## src/capture_pkg.sv

```systemverilog
// Purpose: shared constants for the input capture unit
// Assumes: 16-bit register port, at most eight channels
// Notes: channel registers sit in pairs, control word then capture buffer
package capture_pkg;
   localparam int ADDR_W = 5;
   localparam int DATA_W = 16;
   localparam int TIMER_W = 16;
   localparam int MODE_W = 3;
   localparam int ICI_W = 2;
   localparam int PRESCALE_W = 4;
   ////////////////////////////////////////////////////////////////////////////
   localparam logic [ADDR_W-1:0] IRQ_STATUS_OFS = 5'h10;
   localparam logic [ADDR_W-1:0] IRQ_MASK_OFS = 5'h11;
   localparam logic [DATA_W-1:0] CTRL_RESET = 16'h0000;
   localparam logic [DATA_W-1:0] IRQ_MASK_RESET = 16'h0000;
   localparam int HALT_BIT = 13;
   localparam int TSEL_BIT = 7;
   localparam int ICI_LSB = 5;
   localparam int OVF_BIT = 4;
   localparam int BNE_BIT = 3;
   localparam int MODE_LSB = 0;
   ////////////////////////////////////////////////////////////////////////////
   localparam logic [MODE_W-1:0] MODE_OFF = 3'h0;
   localparam logic [MODE_W-1:0] MODE_BOTH = 3'h1;
   localparam logic [MODE_W-1:0] MODE_FALL = 3'h2;
   localparam logic [MODE_W-1:0] MODE_RISE = 3'h3;
   localparam logic [MODE_W-1:0] MODE_RISE4 = 3'h4;
   localparam logic [MODE_W-1:0] MODE_RISE16 = 3'h5;
   localparam logic [MODE_W-1:0] MODE_UNUSED = 3'h6;
   localparam logic [MODE_W-1:0] MODE_WAKE = 3'h7;
   localparam logic [PRESCALE_W-1:0] LAST_OF_4 = 4'h3;
   localparam logic [PRESCALE_W-1:0] LAST_OF_16 = 4'hf;
   ////////////////////////////////////////////////////////////////////////////
   function automatic logic [ADDR_W-1:0] ctrl_addr(input logic [2:0] ch);
      ctrl_addr = {1'b0, ch, 1'b0};
   endfunction : ctrl_addr
   function automatic logic [ADDR_W-1:0] buf_addr(input logic [2:0] ch);
      buf_addr = {1'b0, ch, 1'b1};
   endfunction : buf_addr
endpackage : capture_pkg

```

## src/chan_if.sv

```systemverilog
// Purpose: carries mode and run state to a channel's edge detector
// Assumes: one instance per channel
// Notes: events come back as one-cycle pulses
`timescale 1ns/1ps
interface chan_if;
   logic [capture_pkg::MODE_W-1:0] mode;
   logic run;
   logic low_power;
   logic cap_evt;
   logic wake_evt;
   modport det (input mode, input run, input low_power, output cap_evt, output wake_evt);
   modport ctrl (output mode, output run, output low_power, input cap_evt, input wake_evt);
endinterface : chan_if

```

## src/input_capture_unit.sv

```systemverilog
// Purpose: multi-channel input capture with per-channel FIFO and interrupts
// Assumes: timer counts and cpu sleep/idle levels come from core_clk_in logic
// Notes: register port returns read data in the cycle after the read strobe
// Summary of operation
// - each qualifying pin event stores the full 16-bit selected timer count
// - up to eight channels, each with own control, buffer and interrupt
// - mode 001 both edges, 010 falling edges, 011 rising edges
// - mode 100 every fourth rising edge, 101 every sixteenth rising edge
// - modes 000 and 110 leave the channel disabled
// - mode 111 is a rising-edge interrupt only in sleep or idle
// - captures queue in a four-entry FIFO
// - interrupt after every 1st, 2nd, 3rd or 4th capture by field value
// - both-edges mode interrupts on every capture regardless of that field
// - timer select 1 takes the first timer, 0 the second
// - read-only overflow flag, set on overflow, cleared by hardware
// - read-only flag high while the FIFO holds an unread value
// - idle-halt bit set stops the channel's captures during cpu idle
// - a pin edge can wake the device from sleep and idle
// - only channels zero and one raise DMA requests
`timescale 1ns/1ps
module input_capture_unit #(
   parameter int NUM_CHANNELS = 8,
   parameter int FIFO_DEPTH = 4,
   parameter int DMA_CHANNELS = 2
) (
   // clock and reset
   input wire logic core_clk_in,
   input wire logic rstn_in,
   // register port
   input wire logic [capture_pkg::ADDR_W-1:0] reg_addr_in,
   input wire logic [capture_pkg::DATA_W-1:0] reg_wdata_in,
   input wire logic reg_wr_in,
   input wire logic reg_rd_in,
   output logic [capture_pkg::DATA_W-1:0] reg_rdata_out,
   // capture pins and time bases
   input wire logic [NUM_CHANNELS-1:0] capture_input_pin_in,
   input wire logic [capture_pkg::TIMER_W-1:0] first_timer_count_in,
   input wire logic [capture_pkg::TIMER_W-1:0] second_timer_count_in,
   // power state
   input wire logic cpu_idle_in,
   input wire logic cpu_sleep_in,
   // events
   output logic irq_out,
   output logic wake_out,
   output logic [DMA_CHANNELS-1:0] dma_req_out
);
   localparam int CW = $clog2(FIFO_DEPTH) + 1;
   localparam int DW = capture_pkg::DATA_W;

   ////////////////////////////////////////////////////////////////////////////
   // per-channel state
   logic [capture_pkg::MODE_W-1:0] mode [NUM_CHANNELS];
   logic [capture_pkg::ICI_W-1:0] ici [NUM_CHANNELS];
   logic [capture_pkg::ICI_W-1:0] cap_cnt [NUM_CHANNELS];
   logic [NUM_CHANNELS-1:0] tsel;
   logic [NUM_CHANNELS-1:0] halt;
   logic [NUM_CHANNELS-1:0] ovf;
   logic [NUM_CHANNELS-1:0] cap_evt;
   logic [NUM_CHANNELS-1:0] wake_evt;
   logic [NUM_CHANNELS-1:0] push;
   logic [NUM_CHANNELS-1:0] pop;
   logic [NUM_CHANNELS-1:0] empty;
   logic [NUM_CHANNELS-1:0] full;
   logic [NUM_CHANNELS-1:0] run;
   logic [NUM_CHANNELS-1:0] mode_off;
   logic [NUM_CHANNELS-1:0] buf_rd;
   logic [NUM_CHANNELS-1:0] ctrl_wr;
   logic [NUM_CHANNELS-1:0] irq_evt;
   logic [CW-1:0] fill [NUM_CHANNELS];
   logic [DW-1:0] ctrl_word [NUM_CHANNELS];
   logic [DW-1:0] fifo_word [NUM_CHANNELS];

   // shared register state
   logic [NUM_CHANNELS-1:0] irq_status;
   logic [NUM_CHANNELS-1:0] irq_mask;
   logic [NUM_CHANNELS-1:0] next_irq_status;
   logic [DW-1:0] rd_word;
   logic [DW-1:0] next_rd_word;
   logic rd_from_fifo;
   logic [2:0] rd_ch;
   logic low_power;

   assign low_power = cpu_sleep_in | cpu_idle_in;

   ////////////////////////////////////////////////////////////////////////////
   // channels
   genvar g;
   generate
      for (g = 0; g < NUM_CHANNELS; g++) begin : g_ch
         chan_if cif ();

         assign ctrl_wr[g] = reg_wr_in && reg_addr_in == capture_pkg::ctrl_addr(3'(g));
         assign buf_rd[g] = reg_rd_in && reg_addr_in == capture_pkg::buf_addr(3'(g));
         assign mode_off[g] = mode[g] == capture_pkg::MODE_OFF ||
                              mode[g] == capture_pkg::MODE_UNUSED;
         // timers freeze in sleep, so only the wake mode acts there
         assign run[g] = ~cpu_sleep_in & ~(cpu_idle_in & halt[g]);

         assign cif.mode = mode[g];
         assign cif.run = run[g];
         assign cif.low_power = low_power;
         assign cap_evt[g] = cif.cap_evt;
         assign wake_evt[g] = cif.wake_evt;

         capture_detector u_det (
            .core_clk_in(core_clk_in),
            .rstn_in(rstn_in),
            .pin_in(capture_input_pin_in[g]),
            .cif(cif.det)
         );

         // a capture into a full buffer is dropped, stored words stay
         assign push[g] = cap_evt[g] & ~full[g];
         assign pop[g] = buf_rd[g] & ~empty[g];

         capture_fifo #(
            .WIDTH(capture_pkg::TIMER_W),
            .DEPTH(FIFO_DEPTH)
         ) u_fifo (
            .core_clk_in(core_clk_in),
            .rstn_in(rstn_in),
            .flush_in(mode_off[g]),
            .push_in(push[g]),
            .push_data_in(tsel[g] ? first_timer_count_in : second_timer_count_in),
            .pop_in(pop[g]),
            .pop_data_out(fifo_word[g]),
            .empty_out(empty[g]),
            .full_out(full[g]),
            .count_out(fill[g])
         );

         always_ff @(posedge core_clk_in) begin
            if (!rstn_in) begin
               mode[g] <= capture_pkg::CTRL_RESET[capture_pkg::MODE_LSB +: capture_pkg::MODE_W];
               ici[g] <= capture_pkg::CTRL_RESET[capture_pkg::ICI_LSB +: capture_pkg::ICI_W];
               tsel[g] <= capture_pkg::CTRL_RESET[capture_pkg::TSEL_BIT];
               halt[g] <= capture_pkg::CTRL_RESET[capture_pkg::HALT_BIT];
            end else if (ctrl_wr[g]) begin
               mode[g] <= reg_wdata_in[capture_pkg::MODE_LSB +: capture_pkg::MODE_W];
               ici[g] <= reg_wdata_in[capture_pkg::ICI_LSB +: capture_pkg::ICI_W];
               tsel[g] <= reg_wdata_in[capture_pkg::TSEL_BIT];
               halt[g] <= reg_wdata_in[capture_pkg::HALT_BIT];
            end
         end

         // overflow clears on a buffer read, but a new overflow wins
         always_ff @(posedge core_clk_in) begin
            if (!rstn_in || mode_off[g]) begin
               ovf[g] <= 1'b0;
            end else if (cap_evt[g] && full[g]) begin
               ovf[g] <= 1'b1;
            end else if (buf_rd[g]) begin
               ovf[g] <= 1'b0;
            end
         end

         // captures-per-interrupt counter
         always_ff @(posedge core_clk_in) begin
            if (!rstn_in || mode_off[g] || mode[g] == capture_pkg::MODE_BOTH) begin
               cap_cnt[g] <= '0;
            end else if (push[g]) begin
               cap_cnt[g] <= (cap_cnt[g] == ici[g]) ? '0 : cap_cnt[g] + 2'h1;
            end
         end

         assign irq_evt[g] = wake_evt[g] |
                             (push[g] & ((mode[g] == capture_pkg::MODE_BOTH) |
                                         (cap_cnt[g] == ici[g])));

         assign ctrl_word[g] = {2'h0, halt[g], 5'h0, tsel[g], ici[g], ovf[g],
                                ~empty[g], mode[g]};

      end
   endgenerate

   ////////////////////////////////////////////////////////////////////////////
   // interrupt status, mask and outputs
   always_comb begin
      next_irq_status = irq_status;
      if (reg_wr_in && reg_addr_in == capture_pkg::IRQ_STATUS_OFS) begin
         next_irq_status = irq_status & ~reg_wdata_in[NUM_CHANNELS-1:0];
      end
      // a new event in the clearing cycle stays set
      next_irq_status = next_irq_status | irq_evt;
   end

   always_ff @(posedge core_clk_in) begin
      if (!rstn_in) begin
         irq_status <= '0;
      end else begin
         irq_status <= next_irq_status;
      end
   end

   always_ff @(posedge core_clk_in) begin
      if (!rstn_in) begin
         irq_mask <= capture_pkg::IRQ_MASK_RESET[NUM_CHANNELS-1:0];
      end else if (reg_wr_in && reg_addr_in == capture_pkg::IRQ_MASK_OFS) begin
         irq_mask <= reg_wdata_in[NUM_CHANNELS-1:0];
      end
   end

   assign irq_out = |(irq_status & irq_mask);

   // any channel interrupt while sleeping or idle asks for wake-up
   always_ff @(posedge core_clk_in) begin
      if (!rstn_in) begin
         wake_out <= 1'b0;
      end else begin
         wake_out <= low_power & |irq_evt;
      end
   end

   // per-capture requests, only the first two channels have them
   always_ff @(posedge core_clk_in) begin
      if (!rstn_in) begin
         dma_req_out <= '0;
      end else begin
         dma_req_out <= push[DMA_CHANNELS-1:0];
      end
   end

   ////////////////////////////////////////////////////////////////////////////
   // register read path
   always_comb begin
      next_rd_word = '0;
      if (reg_addr_in == capture_pkg::IRQ_STATUS_OFS) begin
         next_rd_word = DW'(irq_status);
      end else if (reg_addr_in == capture_pkg::IRQ_MASK_OFS) begin
         next_rd_word = DW'(irq_mask);
      end else begin
         for (int i = 0; i < NUM_CHANNELS; i++) begin
            if (reg_addr_in == capture_pkg::ctrl_addr(3'(i))) begin
               next_rd_word = ctrl_word[i];
            end
         end
      end
   end

   always_ff @(posedge core_clk_in) begin
      if (!rstn_in) begin
         rd_word <= '0;
         rd_from_fifo <= 1'b0;
         rd_ch <= '0;
      end else begin
         rd_word <= reg_rd_in ? next_rd_word : '0;
         rd_from_fifo <= |buf_rd;
         rd_ch <= reg_addr_in[3:1];
      end
   end

   // buffer words come straight from the fifo output register
   always_comb begin
      reg_rdata_out = rd_word;
      if (rd_from_fifo) begin
         reg_rdata_out = '0;
         for (int i = 0; i < NUM_CHANNELS; i++) begin
            if (rd_ch == 3'(i)) begin
               reg_rdata_out = DW'(fifo_word[i]);
            end
         end
      end
   end
endmodule : input_capture_unit

```

## src/capture_detector.sv

```systemverilog
// Purpose: synchronise a capture pin, find edges, apply the edge prescaler
// Assumes: pin is asynchronous to core_clk_in
// Notes: edge history runs even while halted, so no stale edge fires on resume
`timescale 1ns/1ps
module capture_detector (
   // clock and reset
   input wire logic core_clk_in,
   input wire logic rstn_in,
   // pin and channel state
   input wire logic pin_in,
   chan_if.det cif
);
   logic sync1, sync2, prev;
   logic [capture_pkg::PRESCALE_W-1:0] pre;
   logic [capture_pkg::MODE_W-1:0] mode_seen;
   logic rise, fall;

   always_ff @(posedge core_clk_in) begin
      if (!rstn_in) begin
         sync1 <= 1'b0;
         sync2 <= 1'b0;
         prev <= 1'b0;
      end else begin
         sync1 <= pin_in;
         sync2 <= sync1;
         prev <= sync2;
      end
   end
   assign rise = sync2 & ~prev;
   assign fall = ~sync2 & prev;

   // a mode change restarts the edge count
   always_ff @(posedge core_clk_in) begin
      if (!rstn_in || cif.mode != mode_seen || !cif.run) begin
         pre <= '0;
      end else if (rise) begin
         pre <= pre + 4'h1;
      end
   end
   always_ff @(posedge core_clk_in) begin
      if (!rstn_in) begin
         mode_seen <= capture_pkg::MODE_OFF;
      end else begin
         mode_seen <= cif.mode;
      end
   end

   always_comb begin
      case (cif.mode)
         capture_pkg::MODE_BOTH: cif.cap_evt = cif.run & (rise | fall);
         capture_pkg::MODE_FALL: cif.cap_evt = cif.run & fall;
         capture_pkg::MODE_RISE: cif.cap_evt = cif.run & rise;
         capture_pkg::MODE_RISE4: begin
            cif.cap_evt = cif.run & rise & (pre[1:0] == capture_pkg::LAST_OF_4[1:0]);
         end
         capture_pkg::MODE_RISE16: begin
            cif.cap_evt = cif.run & rise & (pre == capture_pkg::LAST_OF_16);
         end
         default: cif.cap_evt = 1'b0;
      endcase
   end
   assign cif.wake_evt = (cif.mode == capture_pkg::MODE_WAKE) & rise & cif.low_power;
endmodule : capture_detector

```

## src/capture_fifo.sv

```systemverilog
// Purpose: small capture buffer with a registered read word
// Assumes: caller never pushes when full nor pops when empty
// Notes: flush empties it in one cycle; pop_data_out holds the last popped word
`timescale 1ns/1ps
module capture_fifo #(
   parameter int WIDTH = 16,
   parameter int DEPTH = 4
) (
   // clock and reset
   input wire logic core_clk_in,
   input wire logic rstn_in,
   // control
   input wire logic flush_in,
   input wire logic push_in,
   input wire logic [WIDTH-1:0] push_data_in,
   input wire logic pop_in,
   // status and data
   output logic [WIDTH-1:0] pop_data_out,
   output logic empty_out,
   output logic full_out,
   output logic [$clog2(DEPTH):0] count_out
);
   localparam int PW = $clog2(DEPTH);
   logic [WIDTH-1:0] mem [DEPTH];
   logic [PW-1:0] wptr, rptr;

   function automatic logic [PW-1:0] bump(input logic [PW-1:0] p);
      bump = (p == PW'(DEPTH - 1)) ? '0 : p + PW'(1);
   endfunction : bump

   always_ff @(posedge core_clk_in) begin
      if (push_in) begin
         mem[wptr] <= push_data_in;
      end
   end
   always_ff @(posedge core_clk_in) begin
      if (!rstn_in || flush_in) begin
         wptr <= '0;
         rptr <= '0;
         count_out <= '0;
      end else begin
         if (push_in) wptr <= bump(wptr);
         if (pop_in) rptr <= bump(rptr);
         count_out <= count_out + (PW+1)'(push_in) - (PW+1)'(pop_in);
      end
   end
   always_ff @(posedge core_clk_in) begin
      if (!rstn_in) begin
         pop_data_out <= '0;
      end else if (pop_in) begin
         pop_data_out <= mem[rptr];
      end
   end
   assign empty_out = (count_out == '0);
   assign full_out = (count_out == (PW+1)'(DEPTH));
endmodule : capture_fifo

```

## config.mk

```make
export PLATFORM = sky130hd
export DESIGN_NAME = input_capture_unit
export DESIGN_NICKNAME = d
export VERILOG_FILES = /design/src/capture_pkg.sv /design/src/chan_if.sv /design/src/input_capture_unit.sv /design/src/capture_detector.sv /design/src/capture_fifo.sv
export SDC_FILE = /design/constraint.sdc
export NUM_CORES = 1
export LEC_CHECK = 0
export BUFFER_PORTS_ARGS = -buffer_cell sky130_fd_sc_hd__buf_2
export CORE_AREA = 10 10 371 373
export DETAILED_ROUTE_END_ITERATION = 12
export DIE_AREA = 0 0 381 383
export GPL_TIMING_DRIVEN = 0
export HOLD_SLACK_MARGIN = 0.05
export PLACE_DENSITY = 0.51
export SLEW_MARGIN = 30
export SYNTH_ARGS = -nofsm -noshare
export SYNTH_HDL_FRONTEND = slang
export SYNTH_HIERARCHICAL = 1
export SYNTH_SLANG_ARGS = --single-unit
```

## constraint.sdc

```tcl
create_clock -name core_clk_in -period 10.72 [get_ports core_clk_in]
set_input_delay 3.216 -clock core_clk_in [delete_from_list [all_inputs] [get_ports core_clk_in]]
set_output_delay 3.216 -clock core_clk_in [all_outputs]
set_load 0.03 [all_outputs]
```

==> results of run 1 <==
## worst max-delay path: cells and delay by family (launching register included)
family / cells / cell delay [ns]
AO/OA/AOI/OAI: 4 / 1.41
buffers and inverters: 3 / 1.14
flip-flops: 1 / 0.59
AND/OR/NAND/NOR: 1 / 0.18
## registers in the layout (all words and copies together), names as in the netlist, 9 cells and up
name,flops
g_ch.u_fifo/rptr,16
g_ch.u_det/mode_seen,24
g_ch.u_fifo/wptr,16
g_ch.u_det/pre,32
rd_word,9
mode,24
ctrl_word,24
g_ch.u_fifo/mem,512
g_ch.u_fifo/count_out,24
cap_cnt,16
ici,16
g_ch.u_fifo/pop_data_out,128
## per-layer routing
metal | part of all wire [%] | track usage [%]
met1 | 45 | 22.0
met2 | 44 | 24.2
met3 | 7.7 | 3.76
met4 | 3.0 | 4.73
met5 | 0.041 | 0
## power breakdown
part	leakage (uW)	internal [uW]	total [uW]	switching (uW)
combinational	0.00535	91.1	318	227
clock	0.00152	1900	3290	1380
sequential	0.00775	3670	3700	34.1
total	0.0146	5660	7310	1640
## final timing paths
kind	slack (ns)	cells past startpoint	endpoint	start
setup / recovery	3.50	8	reg_rdata_out[1]	rd_ch[0]$_SDFF_PN0_
hold / removal	0.43	1	g_ch[2].u_det/sync2$_SDFF_PN0_	g_ch[2].u_det/sync1$_SDFF_PN0_
setup reg to reg	7.33	9	g_ch[3].u_fifo/mem[3][14]$_DFFE_PP_	g_ch[3].u_det/prev$_SDFF_PN0_
hold reg to reg	0.43	1	g_ch[2].u_det/sync2$_SDFF_PN0_	g_ch[2].u_det/sync1$_SDFF_PN0_
## through the flow
| stage | worst slack [ns] | total power [uW] | cells |
|---|---|---|---|
| floorplan | 5.07 | 3930 | 2938 |
| global placement | 3.92 | 4090 | 4765 |
| detailed placement | 3.90 | 4090 | 4767 |
| CTS | 3.64 | 7370 | 4946 |
| global route | 3.40 | 7540 | 4949 |
| finish | 3.50 | 7310 | 4951 |
## cells in the final DEF, fill, tap and decap left out, drive strengths merged, types with 9 or more instances in the layout
master / instances
o2bb2ai: 9
clkbuf: 197
clkinv: 33
nand3: 43
and3: 9
a211o: 9
and2: 95
dfxtp: 320
o22ai: 13
xnor2: 24
xor2: 49
a211oi: 10
edfxtp: 568
a22o: 20
nor2: 152
nand4: 23
inv: 110
nand2b: 46
nor3: 69
nand3b: 140
nand2: 98
or2: 10
o221ai: 140
mux2: 139
a21oi: 102
nor4b: 9
buf: 177
mux2i: 314
o21a: 9
a22oi: 24
a221oi: 9
or3b: 19
ha: 80
o21ai: 36
## layout make-up
type                            instances  area, sq um
Multi-Input combinational cell       1779        14100
Clock inverter                         44          445
Sequential cell                       888        23500
Inverter                              109          409
Antenna cell                            2         5.00
Timing Repair Buffer                   77          423
Buffer                                162          895
Clock buffer                          135         2660
Tap cell                             1755         2200
Fill cell                           13000        85900
## kinds of logic after synthesis
logic type,after synthesis,share of synthesized area [%]
flip-flops,888,60.5
adder cells (fa/ha/maj),88,2.99
AND/OR/NAND/NOR,741,11.0
XOR/XNOR,81,2.13
buffers and inverters,271,3.35
multiplexers,453,12.1
AO/OA/AOI/OAI,416,7.88
==> results.toml, run 1 <==
[clock_tree]
postCtsSetupBuffers = 0
clock_path_buffers = 3
cts.sinks = 888
clk_pin_slew_ns = 0.06
tritoncts = "yes"
htree_levels = 3
cts_resized = 0
worstSkewPairLatency_ns = 0.67
hold_buffers = 0
cts_made_buffers = 95
cts_root_buf = "clkbuf_16"

[global_route]
grt_max_degree = 66
grt_pass1_vias = 24100
globalRouteOverflowTotal = 0
grtUsageTotal_pct = 15.8
grt_first_pass_wirelength_um = 170000
grt_antenna_before_repair = 18

[timing]
slew_headroom_pct = 28.5
fmax_mhz = 139
setup_viol = 0
tns_ns = 0
worst_hold_slack_ns = 0.430
rsz0062_at_grt = "false"
tightest_slew_ns = 1.07
finalCritPeriodShare_pct = 67.3
period_minus_slack_ns = 7.22
fin_worst_skew_ns = 0.0277
timing.final.max_slew_violations = 0
finalHoldViolations = 0

[setup_path]
worst_setup_path_end_kind = "output pin"
path_cells = "nor2b_1 > clkbuf_1 > clkbuf_1 > a22oi_1 > o221ai_1 > o21ai_0 > a21oi_1 > buf_2"
cp_data_arrival_time_ns = 4.00
crit_top_cell = "clkbuf_1"
worstPathRequired_ns = 7.50
cp_slowest_stage_delay_ns = 0.59
cp_slowest_cell = "dfxtp_1"
crit_type = "reg2out"
crit_fanout = 10
cp-start-kind = "flip-flop"

[synthesis]
synth.avg_cell_area_sq_um = 13.2
synth_area_leaders = "edfxtp_1 (44%), dfxtp_1 (17%), mux2i_1 (8.1%), mux2_2 (4.0%), o221ai_1 (3.2%)"
synth_ff_type = "edfxtp_1"
synth_edf_count = 568
synth_cells = 2938
yosysSeqAreaShare_pct = 60.5
synth.top_cell.area_share_pct = 44.0
yosys.area.top_type = "edfxtp_1"
synthArstFlopShare_pct = 0
ys_top_cells_by_count = "edfxtp_1 (568), dfxtp_1 (320), mux2i_1 (314)"
yosys.cell_count.top_type = "edfxtp_1"
synthesis.nets = 3093
synth-seq-cells = 888
yosysWarnings = 6
syn_area_sq_um = 38800
yosysUniqueCellTypes = 70

[status]
status = "finished clean"

[pwr]
ir_drop_uv = 117
power_leakage_uw = 0.0146
powerDensity_nw_per_um2 = 164

[layout]
areaGrowthSynthToFinish_pct = 14.8
stdcell_area_sq_um = 44600
utilization_pct = 34.2
nets = 3267
final_layout_size_suffix_gt1_share_pct = 16.1

[route]
vias = 25000
final_antenna_net_count = 0
wire_per_inst_um = 24.2
detail_route.drc_violations = 0
drtIter0Drc = 2604
drt_wl_total_um = 120000
dr.pass1.iters = 7
via_per_inst = 5.06

[floorplan]
die_area_sq_um = 146000
die_w_um = 381
std_cell_rows = 133
fp.coreArea_sq_um = 130000
start_util_pct = 29.7
dieHeight_um = 383
ios = 87

[job]
cap_violations = 0

[place]
port_buffers = 72
hpwl_um = 81600
postPlaceCellArea_sq_um = 41400
gp_congestion = 0.919

[min_path]
holdCritPathClass = "reg2reg"
No activity file was read; power rests on OpenSTA's default activity.
==> run 2, diff against run 1 <==
PLACE_DENSITY = 0.53   (was 0.51)
clock period = 6.52 ns   (was 10.72 ns; I/O delays follow)
==> results.toml, run 2 (synthesis results as in run 1) <==
[floorplan]
die_area_sq_um = 146000
fp.coreArea_sq_um = 130000
dieHeight_um = 383
start_util_pct = 29.7
std_cell_rows = 133
die_w_um = 381
ios = 87

[place]
hpwl_um = 80500
postPlaceCellArea_sq_um = 41400
port_buffers = 72
gp_congestion = 0.923

[clock_tree]
cts_made_buffers = 95
postCtsSetupBuffers = 0
cts_root_buf = "clkbuf_16"
hold_buffers = 0
cts.sinks = 888
htree_levels = 3
cts_resized = 0
clk_pin_slew_ns = 0.06
tritoncts = "yes"
worstSkewPairLatency_ns = 0.68
clock_path_buffers = 3

[route]
vias = 24900
detail_route.drc_violations = 0
drtIter0Drc = 2572
drt_wl_total_um = 118000
via_per_inst = 5.03
dr.pass1.iters = 7
wire_per_inst_um = 23.9
final_antenna_net_count = 0

[setup_path]
path_cells = "nor2b_1 > clkbuf_1 > clkbuf_1 > a22oi_1 > o221ai_1 > o21ai_0 > a21oi_1 > buf_2"
crit_type = "reg2out"
cp-start-kind = "flip-flop"
cp_slowest_cell = "a21oi_1"
crit_fanout = 10
worstPathRequired_ns = 4.56
worst_setup_path_end_kind = "output pin"
cp_top_family = "compound AO/OA/AOI/OAI gates"
cp_slowest_stage_delay_ns = 0.61
cp_num_buf_inv = 3
cp_data_arrival_time_ns = 3.99
crit_top_cell = "clkbuf_1"

[global_route]
grt_pass1_vias = 24200
grt_antenna_before_repair = 12
grt_max_degree = 66
grt_first_pass_wirelength_um = 169000
globalRouteOverflowTotal = 0
grtUsageTotal_pct = 15.6

[layout]
utilization_pct = 34.2
max_flop_register = "g_ch.u_fifo/mem"
largest_reg_flops = 512
final_layout_size_suffix_gt1_share_pct = 16.2
top_regs = "g_ch.u_fifo/mem: 512 flops, g_ch.u_fifo/pop_data_out: 128 flops, g_ch.u_det/pre: 32 flops"
final_cell_mix = "edfxtp_1 (568), dfxtp_1 (320), mux2i_1 (314)"
areaGrowthSynthToFinish_pct = 14.9
stdcell_area_sq_um = 44600
final_common_cell = "edfxtp_1"
nets = 3264

[timing]
finalCritPeriodShare_pct = 91.3
tns_ns = 0
slew_headroom_pct = 32.2
rsz0062_at_grt = "false"
period_minus_slack_ns = 5.95
timing.final.max_slew_violations = 0
tightest_slew_ns = 1.02
fmax_mhz = 168
fin_worst_skew_ns = 0.0297
finalHoldViolations = 0
setup_viol = 0

[min_path]
holdCritPathClass = "reg2reg"

[pwr]
power_leakage_uw = 0.0146
ir_drop_uv = 218
finalPower_uw = 12100
powerDensity_nw_per_um2 = 271

[job]
cap_violations = 0

[status]
status = "finished clean"
[run 2: routing by layer]
metal  part of all wire [%]  global-route usage, %
met5                  0.050                      0
met4                    2.9                   4.34
met3                    7.3                   3.65
met2                     44                   24.1
met1                     45                   21.7
[run 2: final timing paths]
| kind | cells past startpoint | startpoint | to | slack (ns) |
|---|---|---|---|---|
| worst max-delay path | 8 | rd_ch[0]$_SDFF_PN0_ | reg_rdata_out[2] | 0.57 |
| worst min-delay path | 1 | g_ch[7].u_det/sync1$_SDFF_PN0_ | g_ch[7].u_det/sync2$_SDFF_PN0_ | 0.43 |
| worst max register to register | 7 | ctrl_word[77]$_SDFFE_PN0P_ | g_ch[3].u_fifo/mem[3][14]$_DFFE_PP_ | 3.13 |
| worst min register to register | 1 | g_ch[7].u_det/sync1$_SDFF_PN0_ | g_ch[7].u_det/sync2$_SDFF_PN0_ | 0.43 |
[run 2: area by class of cell]
class                      instances  area, sq um
fill                           13000        85900
sequential                       888        23500
multi-input combinational       1779        14100
clock buffer                     134         2640
tap                             1755         2200
buffer                           162          893
clock inverter                    44          537
inverter                         109          409
timing repair buffer              74          389
antenna                            1         2.50
[run 2: power breakdown]
| group | total, uW | internal [uW] | switching (uW) |
|---|---|---|---|
| registers | 6090 | 6030 | 56.1 |
| logic | 522 | 150 | 372 |
| clock network | 5490 | 3230 | 2260 |
| total | 12100 | 9410 | 2690 |
[run 2: stage by stage]
| stage | hold slack [ns] | instances | setup slack (ns) |
|---|---|---|---|
| floorplan | 0.412 | 2938 | 2.13 |
| global placement | 0.416 | 4765 | 0.966 |
| detailed placement | 0.419 | 4766 | 0.961 |
| CTS | 0.433 | 4944 | 0.695 |
| global route | 0.442 | 4945 | 0.451 |
| finish | 0.430 | 4946 | 0.570 |
[run 2: worst register-to-register path, stage by stage, from the launching register on]
cell      delay, ns
dfxtp_1        0.33
a21oi_1        0.39
nand2b_1       0.13
nor4b_1        0.29
a211o_1        0.25
nand2b_1       0.18
inv_1          0.54
and2_1         0.88
==> run 3, diff against run 2 <==
PLACE_DENSITY = 0.51   (was 0.53)
SLEW_MARGIN = 0   (was 30)
clock period = 7.5 ns   (was 6.52 ns; I/O delays follow)
==> results.toml, run 3 (synthesis results as in run 1) <==
[clock_tree]
cts.sinks = 888
cts_made_buffers = 95
cts_root_buf = "clkbuf_16"
clock_path_buffers = 3
cts_resized = 0
hold_buffers = 0
worstSkewPairLatency_ns = 0.68
htree_levels = 3
tritoncts = "yes"
clk_pin_slew_ns = 0.06
postCtsSetupBuffers = 0

[floorplan]
fp.coreArea_sq_um = 130000
start_util_pct = 29.7
std_cell_rows = 133
dieHeight_um = 383
die_w_um = 381
die_area_sq_um = 146000
ios = 87

[timing]
worst_slack_ns = 1.29
fmax_mhz = 161
setup_viol = 0
tns_ns = 0
finalHoldViolations = 0
fin_worst_skew_ns = 0.0271
slew_headroom_pct = 22.3
period_minus_slack_ns = 6.21
finalCritPeriodShare_pct = 82.8
timing.final.max_slew_violations = 0
rsz0062_at_grt = "false"
tightest_slew_ns = 1.17

[route]
dr.pass1.iters = 8
wire_per_inst_um = 24.3
detail_route.drc_violations = 0
drtIter0Drc = 2648
final_antenna_net_count = 0
via_per_inst = 5.08
vias = 25100
drt_wl_total_um = 120000

[layout]
fill_cells = 12900
areaGrowthSynthToFinish_pct = 15.1
nets = 3262
final_common_cell = "edfxtp_1"
largest_reg_flops = 512
final_cell_mix = "edfxtp_1 (568), dfxtp_1 (320), mux2i_1 (314)"
final_layout_size_suffix_gt1_share_pct = 15.5
layoutNonFillerInstCount = 4945
top_regs = "g_ch.u_fifo/mem: 512 flops, g_ch.u_fifo/pop_data_out: 128 flops, g_ch.u_det/pre: 32 flops"
max_flop_register = "g_ch.u_fifo/mem"

[place]
gp_congestion = 0.919
hpwl_um = 81300
port_buffers = 72
dp_slack_ns = 1.67
placed_cells = 4765

[setup_path]
crit_type = "reg2out"
crit_fanout = 10
worstPathRequired_ns = 5.25
worst_setup_path_end_kind = "output pin"
cp-start-kind = "flip-flop"
cp_data_arrival_time_ns = 3.96

[global_route]
grt_pass1_vias = 24300
grt_max_degree = 66
grtUsageTotal_pct = 15.9
grt_first_pass_wirelength_um = 171000
grt_antenna_before_repair = 21
globalRouteOverflowTotal = 0

[pwr]
power_leakage_uw = 0.0146
powerDensity_nw_per_um2 = 239
power.internal_uw = 8310
swShare_pct = 22.1
clockPowerShare_pct = 46.2
ir_drop_uv = 159
switchingPower_uw = 2360
p_seq_share_pct = 49.6
pwr-share-comb_pct = 4.3

[job]
cap_violations = 0

[min_path]
holdCritPathClass = "reg2reg"

[status]
status = "finished clean"
-- run 3: cell types whose count changed in the layout (fill, tap and decap cells not counted), sizes merged --
cell	before	now
clkbuf	196	211
clkinv	32	18
buf	174	172
inv	109	111
bufinv	10	9
clkinvlp	2	1
-- run 3: power by group through the flow --
| stage | Clock [uW] | Sequential (uW) | Combinational (uW) |
|---|---|---|---|
| after floorplan | 0 | 5380 | 248 |
| after global placement | 0 | 5390 | 448 |
| after detailed placement | 0 | 5390 | 450 |
| after CTS | 5020 | 5290 | 452 |
| after global routing | 5230 | 5290 | 486 |
| final | 4930 | 5290 | 455 |
-- run 3: area by class of cell --
type	count	area (sq um)	area share, %
multi-input cells	1779	14000	31.4
repair buffers	72	360	0.807
well taps	1755	2200	4.92
diodes	1	2.50	0.00560
clock buffers	149	2870	6.42
plain buffers	162	890	1.99
flip-flops and latches	888	23500	52.5
clock inverters	30	432	0.967
inverters	109	409	0.916
-- run 3: path summary, 6_finish.rpt --
| kind | startpoint | depth (start not counted) | slack [ns] | endpoint |
|---|---|---|---|---|
| worst max-delay path | rd_ch[0]$_SDFF_PN0_ | 8 | 1.29 | reg_rdata_out[1] |
| worst max register to register | g_ch[3].u_det/sync2$_SDFF_PN0_ | 8 | 4.16 | g_ch[3].u_fifo/mem[0][7]$_DFFE_PP_ |
| worst min register to register | g_ch[7].u_det/sync1$_SDFF_PN0_ | 1 | 0.42 | g_ch[7].u_det/sync2$_SDFF_PN0_ |
| worst min-delay path | g_ch[7].u_det/sync1$_SDFF_PN0_ | 1 | 0.42 | g_ch[7].u_det/sync2$_SDFF_PN0_ |
-- run 3: layer usage --
layer,routed length [um],track usage [%]
met1,53700,22.0
met2,52900,24.3
met5,117,0
met3,9100,3.50
met4,4150,5.32
-- run 3: worst max-delay path: stages, from the launching register on --
cell and delay [ns]:
dfxtp_1 0.60, nor2b_1 0.19, clkbuf_1 0.28, clkbuf_1 0.52, a22oi_1 0.31, o221ai_1 0.28
o21ai_0 0.25, a21oi_1 0.52, buf_2 0.31
-- run 3: metrics by stage --
step / cell area (sq um) / total power [uW] / util, % / hold slack, ns
after floorplan: 38800 / 5620 / - / 0.412
after global placement: 41400 / 5840 / 31.7 / 0.415
after detailed placement: 41400 / 5840 / 31.7 / 0.418
after CTS: 44700 / 10800 / 34.2 / 0.426
after global routing: 44700 / 11000 / 34.2 / 0.452
final: 44700 / 10700 / 34.2 / 0.424
